## src/rtl/pfi_pkg.sv

```systemverilog
`default_nettype none
package pfi_pkg;
    // Bus geometry.
    localparam int unsigned AW = 8;
    localparam int unsigned DW = 32;
    // Register byte offsets.
    localparam logic [AW-1:0] ADR_CTRL = 8'h00;
    localparam logic [AW-1:0] ADR_DIV  = 8'h04;
    localparam logic [AW-1:0] ADR_OUT  = 8'h08;
    localparam logic [AW-1:0] ADR_STAT = 8'h0c;
    // Control fields: feedback mode and output enables.
    localparam int unsigned CTRL_FB_LSB = 0;
    localparam int unsigned CTRL_EN_LSB = 4;
    localparam logic [DW-1:0] CTRL_RST = 32'h0000_0000;
    // Divider fields: N, M and log2 of O.
    localparam int unsigned DIV_N_LSB = 0;
    localparam int unsigned DIV_M_LSB = 8;
    localparam int unsigned DIV_O_LSB = 16;
    localparam logic [DW-1:0] DIV_RST = 32'h0000_0101;
    // Output divider selects, one 3-bit field every 4 bits; k means divide by 2^(k+1).
    localparam int unsigned OUT_FLD_STEP = 4;
    localparam logic [DW-1:0] OUT_RST = 32'h0000_0000;
    // Status fields.
    localparam int unsigned STAT_LOCK_BIT = 0;
    localparam int unsigned STAT_REF_LSB  = 4;
    localparam int unsigned STAT_PER_LSB  = 16;
    // Counts.
    localparam int unsigned NUM_OUT  = 3;
    localparam int unsigned NUM_REF  = 4;
    localparam int unsigned PER_W    = 16;
    localparam logic [3:0]  LOCK_CNT = 4'h8;
    // Timing.
    localparam int unsigned CLK_PERIOD_PS = 5000;
    localparam int unsigned RST_MIN_NS    = 10;
    localparam int unsigned RST_MIN_CYC   =
        (RST_MIN_NS * 1000 + CLK_PERIOD_PS - 1) / CLK_PERIOD_PS;
    // Feedback modes.
    typedef enum logic [1:0] {
        PFI_FB_INTERNAL = 2'h0,
        PFI_FB_LOCAL    = 2'h1,
        PFI_FB_CORE     = 2'h2
    } pfi_fb_t;
endpackage
`default_nettype wire

```

## src/rtl/pfi_out_div.sv

```systemverilog
`default_nettype none
module pfi_out_div
    import pfi_pkg::*;
(
    // Clock and reset.
    input  wire logic       clk_i,
    input  wire logic       rst_i,
    // Control.
    input  wire logic       run_i,
    input  wire logic       en_i,
    input  wire logic [2:0] div_sel_i,
    input  wire logic       align_i,
    input  wire logic       tick_i,
    // Synthesized clock.
    output logic            clk_o
);
    logic [7:0] cnt_ff;
    logic [7:0] half;

    // Half period in post-divider ticks; the output toggles once per half period.
    assign half = 8'(8'h01 << div_sel_i);

    // An aligning pulse restarts the divider so the output edge follows the reference.
    always_ff @(posedge clk_i)
    begin
        if (rst_i || !run_i || !en_i || align_i)
        begin
            cnt_ff <= 8'h00;
            clk_o  <= 1'b0;
        end
        else if (tick_i)
        begin
            if (cnt_ff == half - 8'h01)
            begin
                cnt_ff <= 8'h00;
                clk_o  <= ~clk_o;
            end
            else
            begin
                cnt_ff <= cnt_ff + 8'h01;
            end
        end
    end

    // A disabled output sits low.
    property p_off_low;
        @(posedge clk_i) disable iff (rst_i) !en_i |=> !clk_o;
    endproperty
    a_off_low: assert property (p_off_low) else $error("disabled output not low");

    // A free-running output toggles only on a tick at the end of a half period.
    // A forced restart in the cycle before may also drop it, so that case is excluded.
    property p_toggle_cause;
        @(posedge clk_i) disable iff (rst_i)
        ($past(!rst_i && en_i && run_i && !align_i) && $changed(clk_o))
            |-> $past(tick_i) && $past(cnt_ff) == $past(half) - 8'h01;
    endproperty
    a_toggle_cause: assert property (p_toggle_cause) else $error("output toggled early");
endmodule
`default_nettype wire

```

## src/rtl/pfi_top.sv

```systemverilog
// Design decisions made here: the Wishbone register port and the register offsets.
`default_nettype none
module pfi_top
    import pfi_pkg::*;
(
    // Clock and reset.
    input  wire logic          clk_i,
    input  wire logic          rst_i,
    // Wishbone slave.
    input  wire logic          wb_cyc_i,
    input  wire logic          wb_stb_i,
    input  wire logic          wb_we_i,
    input  wire logic [AW-1:0] wb_adr_i,
    input  wire logic [3:0]    wb_sel_i,
    input  wire logic [DW-1:0] wb_dat_i,
    output logic      [DW-1:0] wb_dat_o,
    output logic               wb_ack_o,
    // Fabric-side pins.
    input  wire logic [3:0]    ref_clk_i,
    input  wire logic [1:0]    ref_select_i,
    input  wire logic          pll_reset_n_i,
    input  wire logic          fabric_feedback_clk_i,
    // Synthesized clocks and lock.
    output logic               synth_clk_out_0_o,
    output logic               synth_clk_out_1_o,
    output logic               synth_clk_out_2_o,
    output logic               locked_o
);
    localparam int unsigned NSYNC = 8;

    logic [NSYNC-1:0] s1_ff, s2_ff, s3_ff, stab_ff;
    logic [DW-1:0]    ctrl_ff, div_ff, out_ff;
    logic [1:0]       sel_ff;
    logic             run_ff;
    logic [3:0]       low_cnt_ff;
    logic             ref_prev_ff, fb_prev_ff, fb_seen_ff;
    logic [3:0]       n_cnt_ff;
    logic [PER_W-1:0] per_cnt_ff, per_last_ff;
    logic [PER_W:0]   acc_ff;
    logic [3:0]       good_cnt_ff;
    logic [7:0]       o_cnt_ff;
    logic             ref_now, ref_rise, fb_rise, pfd_tick, vco_tick, post_tick;
    logic [PER_W:0]   nxt_acc_sum;
    logic [3:0]       n_val;
    logic [7:0]       m_val, o_val;
    logic             align, per_ok, wr_en;
    logic [NUM_OUT-1:0] clk_out;
    pfi_fb_t          fb_mode;

    // Applies Wishbone byte enables to a register word.
    function automatic logic [DW-1:0] wmask(input logic [DW-1:0] old,
                                            input logic [DW-1:0] din,
                                            input logic [3:0] sel);
        logic [DW-1:0] r;
        r = old;
        for (int b = 0; b < 4; b++)
        begin
            if (sel[b])
            begin
                r[b*8 +: 8] = din[b*8 +: 8];
            end
        end
        return r;
    endfunction

    // Pins arrive from other clock domains; a change counts once stages two and three agree.
    generate
        for (genvar i = 0; i < NSYNC; i++)
        begin : g_sync
            always_ff @(posedge clk_i)
            begin
                if (rst_i)
                begin
                    s1_ff[i]   <= 1'b0;
                    s2_ff[i]   <= 1'b0;
                    s3_ff[i]   <= 1'b0;
                    stab_ff[i] <= 1'b0;
                end
                else
                begin
                    s1_ff[i] <= (i < 4) ? ref_clk_i[i % 4] :
                                (i < 6) ? ref_select_i[(i - 4) % 2] :
                                (i == 6) ? pll_reset_n_i : fabric_feedback_clk_i;
                    s2_ff[i] <= s1_ff[i];
                    s3_ff[i] <= s2_ff[i];
                    if (s2_ff[i] == s3_ff[i])
                    begin
                        stab_ff[i] <= s3_ff[i];
                    end
                end
            end
        end
    endgenerate

    // Register fields.
    assign fb_mode = pfi_fb_t'(ctrl_ff[CTRL_FB_LSB +: 2]);
    assign n_val   = div_ff[DIV_N_LSB +: 4];
    assign m_val   = div_ff[DIV_M_LSB +: 8];
    assign o_val   = 8'(8'h01 << div_ff[DIV_O_LSB +: 2]);

    // Reset pin filter: a low shorter than the minimum pulse does not stop the synthesizer.
    always_ff @(posedge clk_i)
    begin
        if (rst_i)
        begin
            low_cnt_ff <= 4'h0;
            run_ff     <= 1'b0;
        end
        else if (stab_ff[6])
        begin
            low_cnt_ff <= 4'h0;
            run_ff     <= 1'b1;
        end
        else
        begin
            if (low_cnt_ff != 4'hf)
            begin
                low_cnt_ff <= low_cnt_ff + 4'h1;
            end
            if (low_cnt_ff >= 4'(RST_MIN_CYC - 1))
            begin
                run_ff <= 1'b0;
            end
        end
    end

    // The select is latched only while held in reset, so a glitchy switch cannot reach the loop.
    always_ff @(posedge clk_i)
    begin
        if (rst_i)
        begin
            sel_ff <= 2'h0;
        end
        else if (!run_ff)
        begin
            sel_ff <= stab_ff[5:4];
        end
    end

    // Selected reference and feedback edges.
    assign ref_now  = stab_ff[sel_ff];
    assign ref_rise = ref_now && !ref_prev_ff;
    assign fb_rise  = stab_ff[7] && !fb_prev_ff;
    assign pfd_tick = run_ff && ref_rise && (4'(n_cnt_ff + 4'h1) >= n_val);
    assign align    = pfd_tick && (fb_mode == PFI_FB_LOCAL || fb_mode == PFI_FB_CORE);

    always_ff @(posedge clk_i)
    begin
        if (rst_i)
        begin
            ref_prev_ff <= 1'b0;
            fb_prev_ff  <= 1'b0;
        end
        else
        begin
            ref_prev_ff <= ref_now;
            fb_prev_ff  <= stab_ff[7];
        end
    end

    // Pre-divider N and detector period measurement in system clocks.
    always_ff @(posedge clk_i)
    begin
        if (rst_i || !run_ff)
        begin
            n_cnt_ff    <= 4'h0;
            per_cnt_ff  <= '0;
            per_last_ff <= '0;
        end
        else
        begin
            if (per_cnt_ff != '1)
            begin
                per_cnt_ff <= per_cnt_ff + 1'b1;
            end
            if (pfd_tick)
            begin
                n_cnt_ff    <= 4'h0;
                per_cnt_ff  <= 16'h0001; // Restarting at one stores the whole period.
                per_last_ff <= per_cnt_ff;
            end
            else if (ref_rise)
            begin
                n_cnt_ff <= n_cnt_ff + 4'h1;
            end
        end
    end

    // Multiplier M: M evenly spread ticks per detector period; too coarse for M above it.
    assign nxt_acc_sum = acc_ff + {{(PER_W - 7){1'b0}}, m_val};
    assign vco_tick    = run_ff && per_last_ff != '0 && nxt_acc_sum >= {1'b0, per_last_ff};

    always_ff @(posedge clk_i)
    begin
        if (rst_i || !run_ff || align)
        begin
            acc_ff <= '0;
        end
        else if (vco_tick)
        begin
            acc_ff <= nxt_acc_sum - {1'b0, per_last_ff};
        end
        else
        begin
            acc_ff <= nxt_acc_sum;
        end
    end

    // Post-divider O.
    assign post_tick = vco_tick && (o_cnt_ff + 8'h01 >= o_val);

    always_ff @(posedge clk_i)
    begin
        if (rst_i || !run_ff || align)
        begin
            o_cnt_ff <= 8'h00;
        end
        else if (post_tick)
        begin
            o_cnt_ff <= 8'h00;
        end
        else if (vco_tick)
        begin
            o_cnt_ff <= o_cnt_ff + 8'h01;
        end
    end

    // Per-output dividers and enables.
    generate
        for (genvar k = 0; k < NUM_OUT; k++)
        begin : g_out
            pfi_out_div u_div (
                .clk_i     (clk_i),
                .rst_i     (rst_i),
                .run_i     (run_ff),
                .en_i      (ctrl_ff[CTRL_EN_LSB + k]),
                .div_sel_i (out_ff[k*OUT_FLD_STEP +: 3]),
                .align_i   (align),
                .tick_i    (post_tick),
                .clk_o     (clk_out[k])
            );
        end
    endgenerate
    assign synth_clk_out_0_o = clk_out[0];
    assign synth_clk_out_1_o = clk_out[1];
    assign synth_clk_out_2_o = clk_out[2];

    // Lock: stable period for LOCK_CNT detector ticks; core mode also needs returned edges.
    assign per_ok = (per_cnt_ff <= per_last_ff + 1'b1) && (per_cnt_ff + 1'b1 >= per_last_ff)
                    && (fb_mode != PFI_FB_CORE || fb_seen_ff || fb_rise);

    always_ff @(posedge clk_i)
    begin
        if (rst_i || !run_ff)
        begin
            good_cnt_ff <= 4'h0;
            locked_o    <= 1'b0;
            fb_seen_ff  <= 1'b0;
        end
        else if (per_cnt_ff == '1)
        begin
            good_cnt_ff <= 4'h0;
            locked_o    <= 1'b0;
        end
        else if (pfd_tick)
        begin
            fb_seen_ff <= 1'b0;
            if (!per_ok || per_last_ff == '0)
            begin
                good_cnt_ff <= 4'h0;
                locked_o    <= 1'b0;
            end
            else if (good_cnt_ff == LOCK_CNT - 4'h1)
            begin
                locked_o <= 1'b1;
            end
            else
            begin
                good_cnt_ff <= good_cnt_ff + 4'h1;
            end
        end
        else if (fb_rise)
        begin
            fb_seen_ff <= 1'b1;
        end
    end

    // Wishbone: one wait state, write lands on the acknowledging edge.
    assign wr_en = wb_cyc_i && wb_stb_i && wb_we_i && wb_ack_o;

    always_ff @(posedge clk_i)
    begin
        if (rst_i)
        begin
            wb_ack_o <= 1'b0;
            wb_dat_o <= '0;
        end
        else
        begin
            wb_ack_o <= wb_cyc_i && wb_stb_i && !wb_ack_o;
            unique case (wb_adr_i)
                ADR_CTRL: wb_dat_o <= ctrl_ff;
                ADR_DIV:  wb_dat_o <= div_ff;
                ADR_OUT:  wb_dat_o <= out_ff;
                ADR_STAT: wb_dat_o <= {per_last_ff, 10'h000, sel_ff, 3'h0, locked_o};
                default:  wb_dat_o <= '0;
            endcase
        end
    end

    // Writable registers; unmapped writes are acknowledged and dropped.
    always_ff @(posedge clk_i)
    begin
        if (rst_i)
        begin
            ctrl_ff <= CTRL_RST;
            div_ff  <= DIV_RST;
            out_ff  <= OUT_RST;
        end
        else if (wr_en)
        begin
            if (wb_adr_i == ADR_CTRL)
            begin
                ctrl_ff <= wmask(ctrl_ff, wb_dat_i, wb_sel_i) & 32'h0000_0073;
            end
            if (wb_adr_i == ADR_DIV)
            begin
                div_ff <= wmask(div_ff, wb_dat_i, wb_sel_i) & 32'h0003_ff0f;
            end
            if (wb_adr_i == ADR_OUT)
            begin
                out_ff <= wmask(out_ff, wb_dat_i, wb_sel_i) & 32'h0000_0777;
            end
        end
    end

    property p_sel_frozen;
        @(posedge clk_i) disable iff (rst_i) run_ff && $past(run_ff) |-> $stable(sel_ff);
    endproperty
    a_sel_frozen: assert property (p_sel_frozen) else $error("select moved while running");

    property p_reset_holds;
        @(posedge clk_i) disable iff (rst_i) !run_ff |=> acc_ff == '0 && o_cnt_ff == 8'h00;
    endproperty
    a_reset_holds: assert property (p_reset_holds) else $error("loop ran in reset");

    property p_lock_cause;
        @(posedge clk_i) disable iff (rst_i)
        $rose(locked_o) |-> $past(pfd_tick) && $past(good_cnt_ff) == LOCK_CNT - 4'h1;
    endproperty
    a_lock_cause: assert property (p_lock_cause) else $error("lock rose without stable run");

    property p_unlock_stop;
        @(posedge clk_i) disable iff (rst_i) run_ff && per_cnt_ff == '1 |=> !locked_o;
    endproperty
    a_unlock_stop: assert property (p_unlock_stop) else $error("lock held without reference");

    property p_post_div;
        @(posedge clk_i) disable iff (rst_i) post_tick |-> vco_tick && o_cnt_ff == o_val - 8'h01;
    endproperty
    a_post_div: assert property (p_post_div) else $error("post divider miscounted");

    property p_pfd_rate;
        @(posedge clk_i) disable iff (rst_i)
        pfd_tick && n_val != 4'h0 |-> ref_rise && n_cnt_ff == n_val - 4'h1;
    endproperty
    a_pfd_rate: assert property (p_pfd_rate) else $error("detector tick not at N");

    property p_align;
        @(posedge clk_i) disable iff (rst_i) align |=> acc_ff == '0 && o_cnt_ff == 8'h00;
    endproperty
    a_align: assert property (p_align) else $error("phase not realigned");

    property p_lock_low_reset;
        @(posedge clk_i) disable iff (rst_i) !run_ff |=> !locked_o ##1 !locked_o [*2];
    endproperty
    a_lock_low_reset: assert property (p_lock_low_reset) else $error("lock high after reset");
endmodule
`default_nettype wire

```

## config.mk

```make
export PLATFORM = sky130hd
export DESIGN_NAME = pfi_top
export DESIGN_NICKNAME = d
export VERILOG_FILES = /design/src/rtl/pfi_pkg.sv /design/src/rtl/pfi_out_div.sv /design/src/rtl/pfi_top.sv
export SDC_FILE = /design/constraint.sdc
export NUM_CORES = 1
export LEC_CHECK = 0
export ABC_AREA = 1
export BUFFER_PORTS_ARGS = -buffer_cell sky130_fd_sc_hd__buf_4
export CAP_MARGIN = 20
export CELL_PAD_IN_SITES_DETAIL_PLACEMENT = 0
export CELL_PAD_IN_SITES_GLOBAL_PLACEMENT = 1
export CORE_AREA = 2 2 136 191
export CTS_CLUSTER_SIZE = 30
export DETAILED_ROUTE_END_ITERATION = 8
export DIE_AREA = 0 0 138 193
export PLACE_DENSITY = 0.82
export SYNTH_ARGS = -nofsm -noshare
export SYNTH_HDL_FRONTEND = slang
export SYNTH_HIERARCHICAL = 1
export SYNTH_SLANG_ARGS = --single-unit
```

## constraint.sdc

```tcl
create_clock -name clk_i -period 4.5 [get_ports clk_i]
set_input_delay 0.45 -clock clk_i [delete_from_list [all_inputs] [get_ports clk_i]]
set_output_delay 0.45 -clock clk_i [all_outputs]
set_load 0.02 [all_outputs]
```

## Word level (Yosys, flattened, before mapping)

Index checks and enable logic that the tools add are counted.

- Bits in registers: 196
- Logic and storage cells: 185

- $add $sub $neg: 14
- $lt $le $gt $ge: 7
- Eq/ne operators: 22
- Shift operators: 4
- Mux-type cells: 17
- Bitwise logic cells: 4
- Reduce and logical (&&, ||, !) cells: 57

Operator list:

| cell | number |
|---|---|
| 32-bit one-hot mux with 4 select lines | 1 |
| 16-bit by 1-bit adder with 16-bit output (second input constant) | 2 |
| 8-bit by 1-bit adder with 8-bit output (second input constant) | 4 |
| 8-bit equality test | 3 |
| 8-bit 2-to-1 mux | 3 |
| 1-bit by 3-bit left shift with 8-bit output (first input constant) | 3 |
| 8-bit by 1-bit subtractor with 8-bit output (second input constant) | 3 |
| 3-bit AND reduction | 6 |
| 17-bit by 8-bit adder with 17-bit output | 1 |
| 17-bit by 16-bit greater-or-equal comparator with 1-bit output | 1 |
| 17-bit 2-to-1 mux | 1 |
| 17-bit by 16-bit subtractor with 17-bit output | 1 |
| 16-bit equality test (second input constant) | 1 |
| 8-bit by 4-bit equality test with 1-bit output (second input constant) | 2 |
| 16-bit greater-or-equal comparator | 1 |
| 16-bit <= comparator | 1 |
| 16-bit logical NOT | 1 |
| 16-bit != test (second input constant) | 1 |
| 16-bit nonzero test | 1 |
| 1-bit logical AND | 14 |
| 4-bit by 1-bit adder with 4-bit output (second input constant) | 3 |
| 1-bit logical OR | 12 |
| 2-bit AND reduction | 6 |
| 1-bit 2-to-1 mux | 9 |
| 19 further kinds | 44 |

## Logic depth before layout (Yosys ltp)

- Depth in word-level cells: 8
- Mapped depth: 32

## Hierarchy

Netlist, hierarchy kept.

By module, submodules not included:

| module | instances | cells an instance | area an instance (µm²) | sequential area each (µm²) |
|---|---|---|---|---|
| pfi_top | 1 | 1181 | 8918.6 | 3363.2 |
| pfi_out_div | 3 | 104 | 636.9 | 180.2 |

## Least setup slack after synthesis

OpenSTA, ideal clock, no wires.

- Kind: register to register
- From: register div_ff[8]
- To: register g_out[0].u_div.cnt_ff[6]
- Arrival time: 3663 ps
- Path slack: 723 ps
- Cell stages (with the launch flop): 30
- Path buffers: 0
- Clock period less this slack: 3777 ps
- Cells stage by stage: dfxtp_1 -> ha_1 -> fa_1 -> nand3_1 -> nand3_2 -> nand2_1 -> nand3_2 -> nand4_1 -> nor2_1 -> xor2_1 -> ha_1 -> nand2_1 -> nor2_1 -> nand2_1 -> nor2_1 -> nand2_1 -> nand2_1 -> nor2_4 -> nand2_4 -> nand3_1 -> inv_1 -> inv_1 -> nor2_4 -> nand2_1 -> nor2_1 -> nand2_1 -> nor2_4 -> nand3_4 -> nand2_1 -> nor2_1

- Longest elaborated chain between the ends: 4

Ends and longest elaborated chain:

| element | RTL line | source |
|---|---|---|
| start, declared | pfi_top.sv:32 | `logic [DW-1:0] ctrl_ff, div_ff, out_ff;` |
| start signal, assigned | pfi_top.sv:328 | `div_ff <= wmask(div_ff, wb_dat_i, wb_sel_i) & 32'h0003_ff0f;` |
| 17-bit by 8-bit adder with 17-bit output | pfi_top.sv:190 | `assign nxt_acc_sum = acc_ff + {{(PER_W - 7){1'b0}}, m_val};` |
| 17-bit by 16-bit greater-or-equal comparator with 1-bit output | pfi_top.sv:191 | `assign vco_tick = run_ff && per_last_ff != '0 && nxt_acc_sum >= {1'b0, per_last_ff};` |
| 1-bit logical AND | pfi_top.sv:191 |  |
| 1-bit logical AND | pfi_top.sv:210 | `assign post_tick = vco_tick && (o_cnt_ff + 8'h01 >= o_val);` |
| net post_tick | pfi_top.sv:42 | `logic ref_now, ref_rise, fb_rise, pfd_tick, vco_tick, post_tick;` |
| end signal, assigned | pfi_out_div.sv:40 | `cnt_ff <= cnt_ff + 8'h01;` |
| end, declared | pfi_out_div.sv:17 | `logic [7:0] cnt_ff;` |

The timed path passes the listed nets, and every way through them passes these cells.
A chain may end at the register's enable or synchronous reset.

## Final worst setup path

- From: register div_ff[8]
- To: register g_out[1].u_div.cnt_ff[6]

- Longest elaborated chain between the ends: 4

Ends and longest elaborated chain:

| element | RTL line |
|---|---|
| 17-bit by 8-bit adder with 17-bit output | pfi_top.sv:190 |
| 17-bit by 16-bit greater-or-equal comparator with 1-bit output | pfi_top.sv:191 |
| 1-bit logical AND | pfi_top.sv:191 |
| 1-bit logical AND | pfi_top.sv:210 |
| net post_tick | pfi_top.sv:42 |
| end signal, assigned | pfi_out_div.sv:40 |
| end, declared | pfi_out_div.sv:17 |

The timed path passes the listed nets, and every way through them passes these cells.

==> summary.md <==
| Metric | Value |
|---|---|
| Status | complete, no violations |
| Critical path depth | 30 |
| Period minus WS final | 4.07 ns |
| Vias per cell | 5.02 |
| Worst vdd ir | 0.262 mV |
| Worst R2R Start | div_ff[8] |
| Inst Count DP | 1867 |
| P_int | 2500 uW |
| Worst Path Arrival | 4.40 ns |
| Leading cell types by count after synthesis | 268 x nand2_1, 204 x nor2_1, 202 x inv_1 |
| CP Buf/Inv Count | 3 |
| Avg Synthesized Cell Area | 7.25 um^2 |
| Port Buf Inserts | 76 |
| Die Wd | 138 um |
| Instance area at placement | 0.0117 mm^2 |
| Largest net degree at the start of global routing | 65 |
| Max Clk Rate | 0.245 GHz |
| H-tree depth | 4 |
| Final hold viol count | 0 |
| Warnings from Yosys | 6 |
| Total GRT Usage | 20.3% |
| Max stage delay on crit path | 0.36 ns |
| CP required | 4.83 ns |
| Slew headroom | 23.3% |
| Clk network pwr share | 45.3% |
| Final setup vio count | 0 |
| Top-area cell type share of the netlist area | 36.0% |
| Worst hold slack | 0.208 ns |
| First drt pass iteration count | 5 |
| Crit-path leading delay family | simple AND/OR/NAND/NOR gates |
| Core Util, Final | 49.3% |
| Seq/Total Area, Yosys | 36.0% |
| Drc violations | 0 |
| Synth Flop Type | dfxtp_1 |
| Vias in the first global route | 9168 |
| Area of the mapped netlist | 0.0108 mm^2 |
| Worst Setup Path Type | reg -> reg |
| Yosys reg bits | 195 |
| Vias | 9540 |
| Crit path max-delay cell type | ha_1 |
| Crit-path most repeated cell | nand2_1 |
| Max Cap Viol | 0 |
| CTS Buf Count | 17 |
| Longest Clk Path Bufs | 2 |
| Skew final | 0.0132 ns |
| Hold buffers post-CTS | 0 |
| Hold depth | 3 |
| Worst slew pin tran | 1.14 ns |
| GRT overflow | 0 |
| DRT Wirelength | 26600 um |
| Std-Cell Rows | 69 |
| Total power | 3320 uW |
| Hold crit path type | in -> reg |
| Ys async rst share | 0% |
| Number of synthesized flops with an enable pin | 0 |
| Layout area overhead | 14.0% |
| Worst skew pair latency | 0.44 ns |
| Wire length per cell | 14.0 um |
| Number of antenna diodes | 0 |
| Slew Viols, Final | 0 |
| Die Y | 193 um |
| IO Pins | 94 |
| Crit path max fanout | 15 |
| First-pass GRT wire length | 44000 um |
| Placer Congestion | 0.881 |
| Final Cycle Share | 90.5% |
| Initial DRC count | 449 |
| Power density over the cells | 269 mW/mm^2 |
| Fin area | 0.0123 mm^2 |
| Share of cells above drive strength 1 | 12.6% |
| Root buffer cell | clkbuf_16 |
| Final cell count without fillers | 1902 |
| CP startpoint | div_ff[8] |
| Logic gate share of total power | 2.2% |
| CP Capture Type | flip-flop |
| Initial antenna violation count | 0 |
| Cell with the most instances after synthesis | nand2_1 |
| Seq pwr share | 52.5% |
| Clk slew on worst S/H paths | 0.08 ns |
| Dpl hpwl | 20200 um |
| Count of cell types in the netlist | 49 |
| Post-synthesis cell count | 1493 |
| Total core area | 0.0250 mm^2 |
| Leak pwr | 0.00549 uW |
| Sink Count | 195 |
| Sw Ratio | 24.5% |
| Die Area | 0.0266 mm^2 |
| Area contributors post-synth | dfxtp_1 36%, nand2_1 9.3%, ha_1 8.9% |
| Syn nets | 1629 |
| Initial Utilization | 43.3% |
| CTS tree | yes |
| Area leader, netlist | dfxtp_1 |
| Reg2reg path depth | 30 |
| Crit path launch type | flip-flop |
| Switching power | 811 uW |
| Hold_sp | ref_clk_i[1] |
| Nets | 1706 |
| Antenna-violating nets left | 0 |
[per-layer routing]
layer | routed length, um | vias to the layer above | share of wire [%] | GRT usage [%]
li1 | - | 4991 | - | -
met1 | 11600 | 4365 | 44 | 23.2
met2 | 13500 | 164 | 51 | 38.3
met3 | 970 | 20 | 3.6 | 3.36
met4 | 462 | 0 | 1.7 | 6.83
met5 | 0 | - | 0 | 0
[per-stage QoR]
| step | TNS, ns | worst slack (ns) |
|---|---|---|
| after CTS | 0 | 0.239 |
| after global placement | 0 | 0.292 |
| final | 0 | 0.425 |
| after floorplan | 0 | 0.723 |
| after global routing | -0.0890 | -0.0287 |
| after detailed placement | 0 | 0.259 |
[flip-flops by register name, indices dropped and copies added (netlist names), 9 cells and up]
| signal | cells |
|---|---|
| out_ff | 9 |
| div_ff | 14 |
| g_out.u_div/cnt_ff | 24 |
| acc_ff | 17 |
| per_last_ff | 16 |
| wb_dat_o | 31 |
| per_cnt_ff | 16 |
[tightest hold or removal path: stages]
cell and delay (ns):
buf_4 0.08, inv_1 0.03, nor2_1 0.06
[power by group through the flow]
| stage | logic [uW] | clock network, uW | registers [uW] |
|---|---|---|---|
| 2_1_floorplan | 34.2 | 0 | 1780 |
| 3_3_place_gp | 72.1 | 0 | 1780 |
| 3_5_place_dp | 72.6 | 0 | 1780 |
| 4_1_cts | 73.1 | 1540 | 1740 |
| 5_1_grt | 81.8 | 1600 | 1740 |
| 6_report | 72.3 | 1500 | 1740 |
[cell usage in the layout, fill, tap and decap left out, drive strengths merged, types with 39 or more instances in the layout]
cell   synthesis  final
nor3          39     39
nand4         39     39
nand2        286    286
nor2         221    221
o21ai         85     85
ha            77     77
xor2          52     52
inv          212    222
a21oi        119    119
nand3         77     77
dfxtp        195    195
buf           11     84
[final timing paths]
kind	end	slack [ns]
min reg2reg	s2_ff[6]	0.41
max reg2reg	g_out[1].u_div/cnt_ff[6]	0.43
max	g_out[1].u_div/cnt_ff[6]	0.43
min	s1_ff[1]	0.21
[logic make-up (layout without fill, tap and decap cells)]
family | Yosys count | after routing | synth area share (%)
flops | 195 | 195 | 36.0
other cells | 1 | 1 | 0.0346
simple gates | 677 | 677 | 28.7
buf+inv | 238 | 328 | 8.62
xor+xnor | 64 | 64 | 5.18
fa+ha+maj | 79 | 79 | 9.27
compound gates | 239 | 239 | 12.1
[final cells by class]
class | instances | area [um^2]
Multi-Input combinational cell | 1060 | 6040
Fill cell | 2515 | 12700
Timing Repair Buffer | 84 | 643
Inverter | 212 | 796
Sequential cell | 195 | 3900
Clock inverter | 15 | 138
Tap cell | 319 | 399
Clock buffer | 17 | 425
[timing repair]
item / in CTS / in global routing
setup endpoints to repair: 0 / 27
buffers inserted: 0 / 3
resized for setup: 0 / 9
No activity file was read; power rests on OpenSTA's default activity.
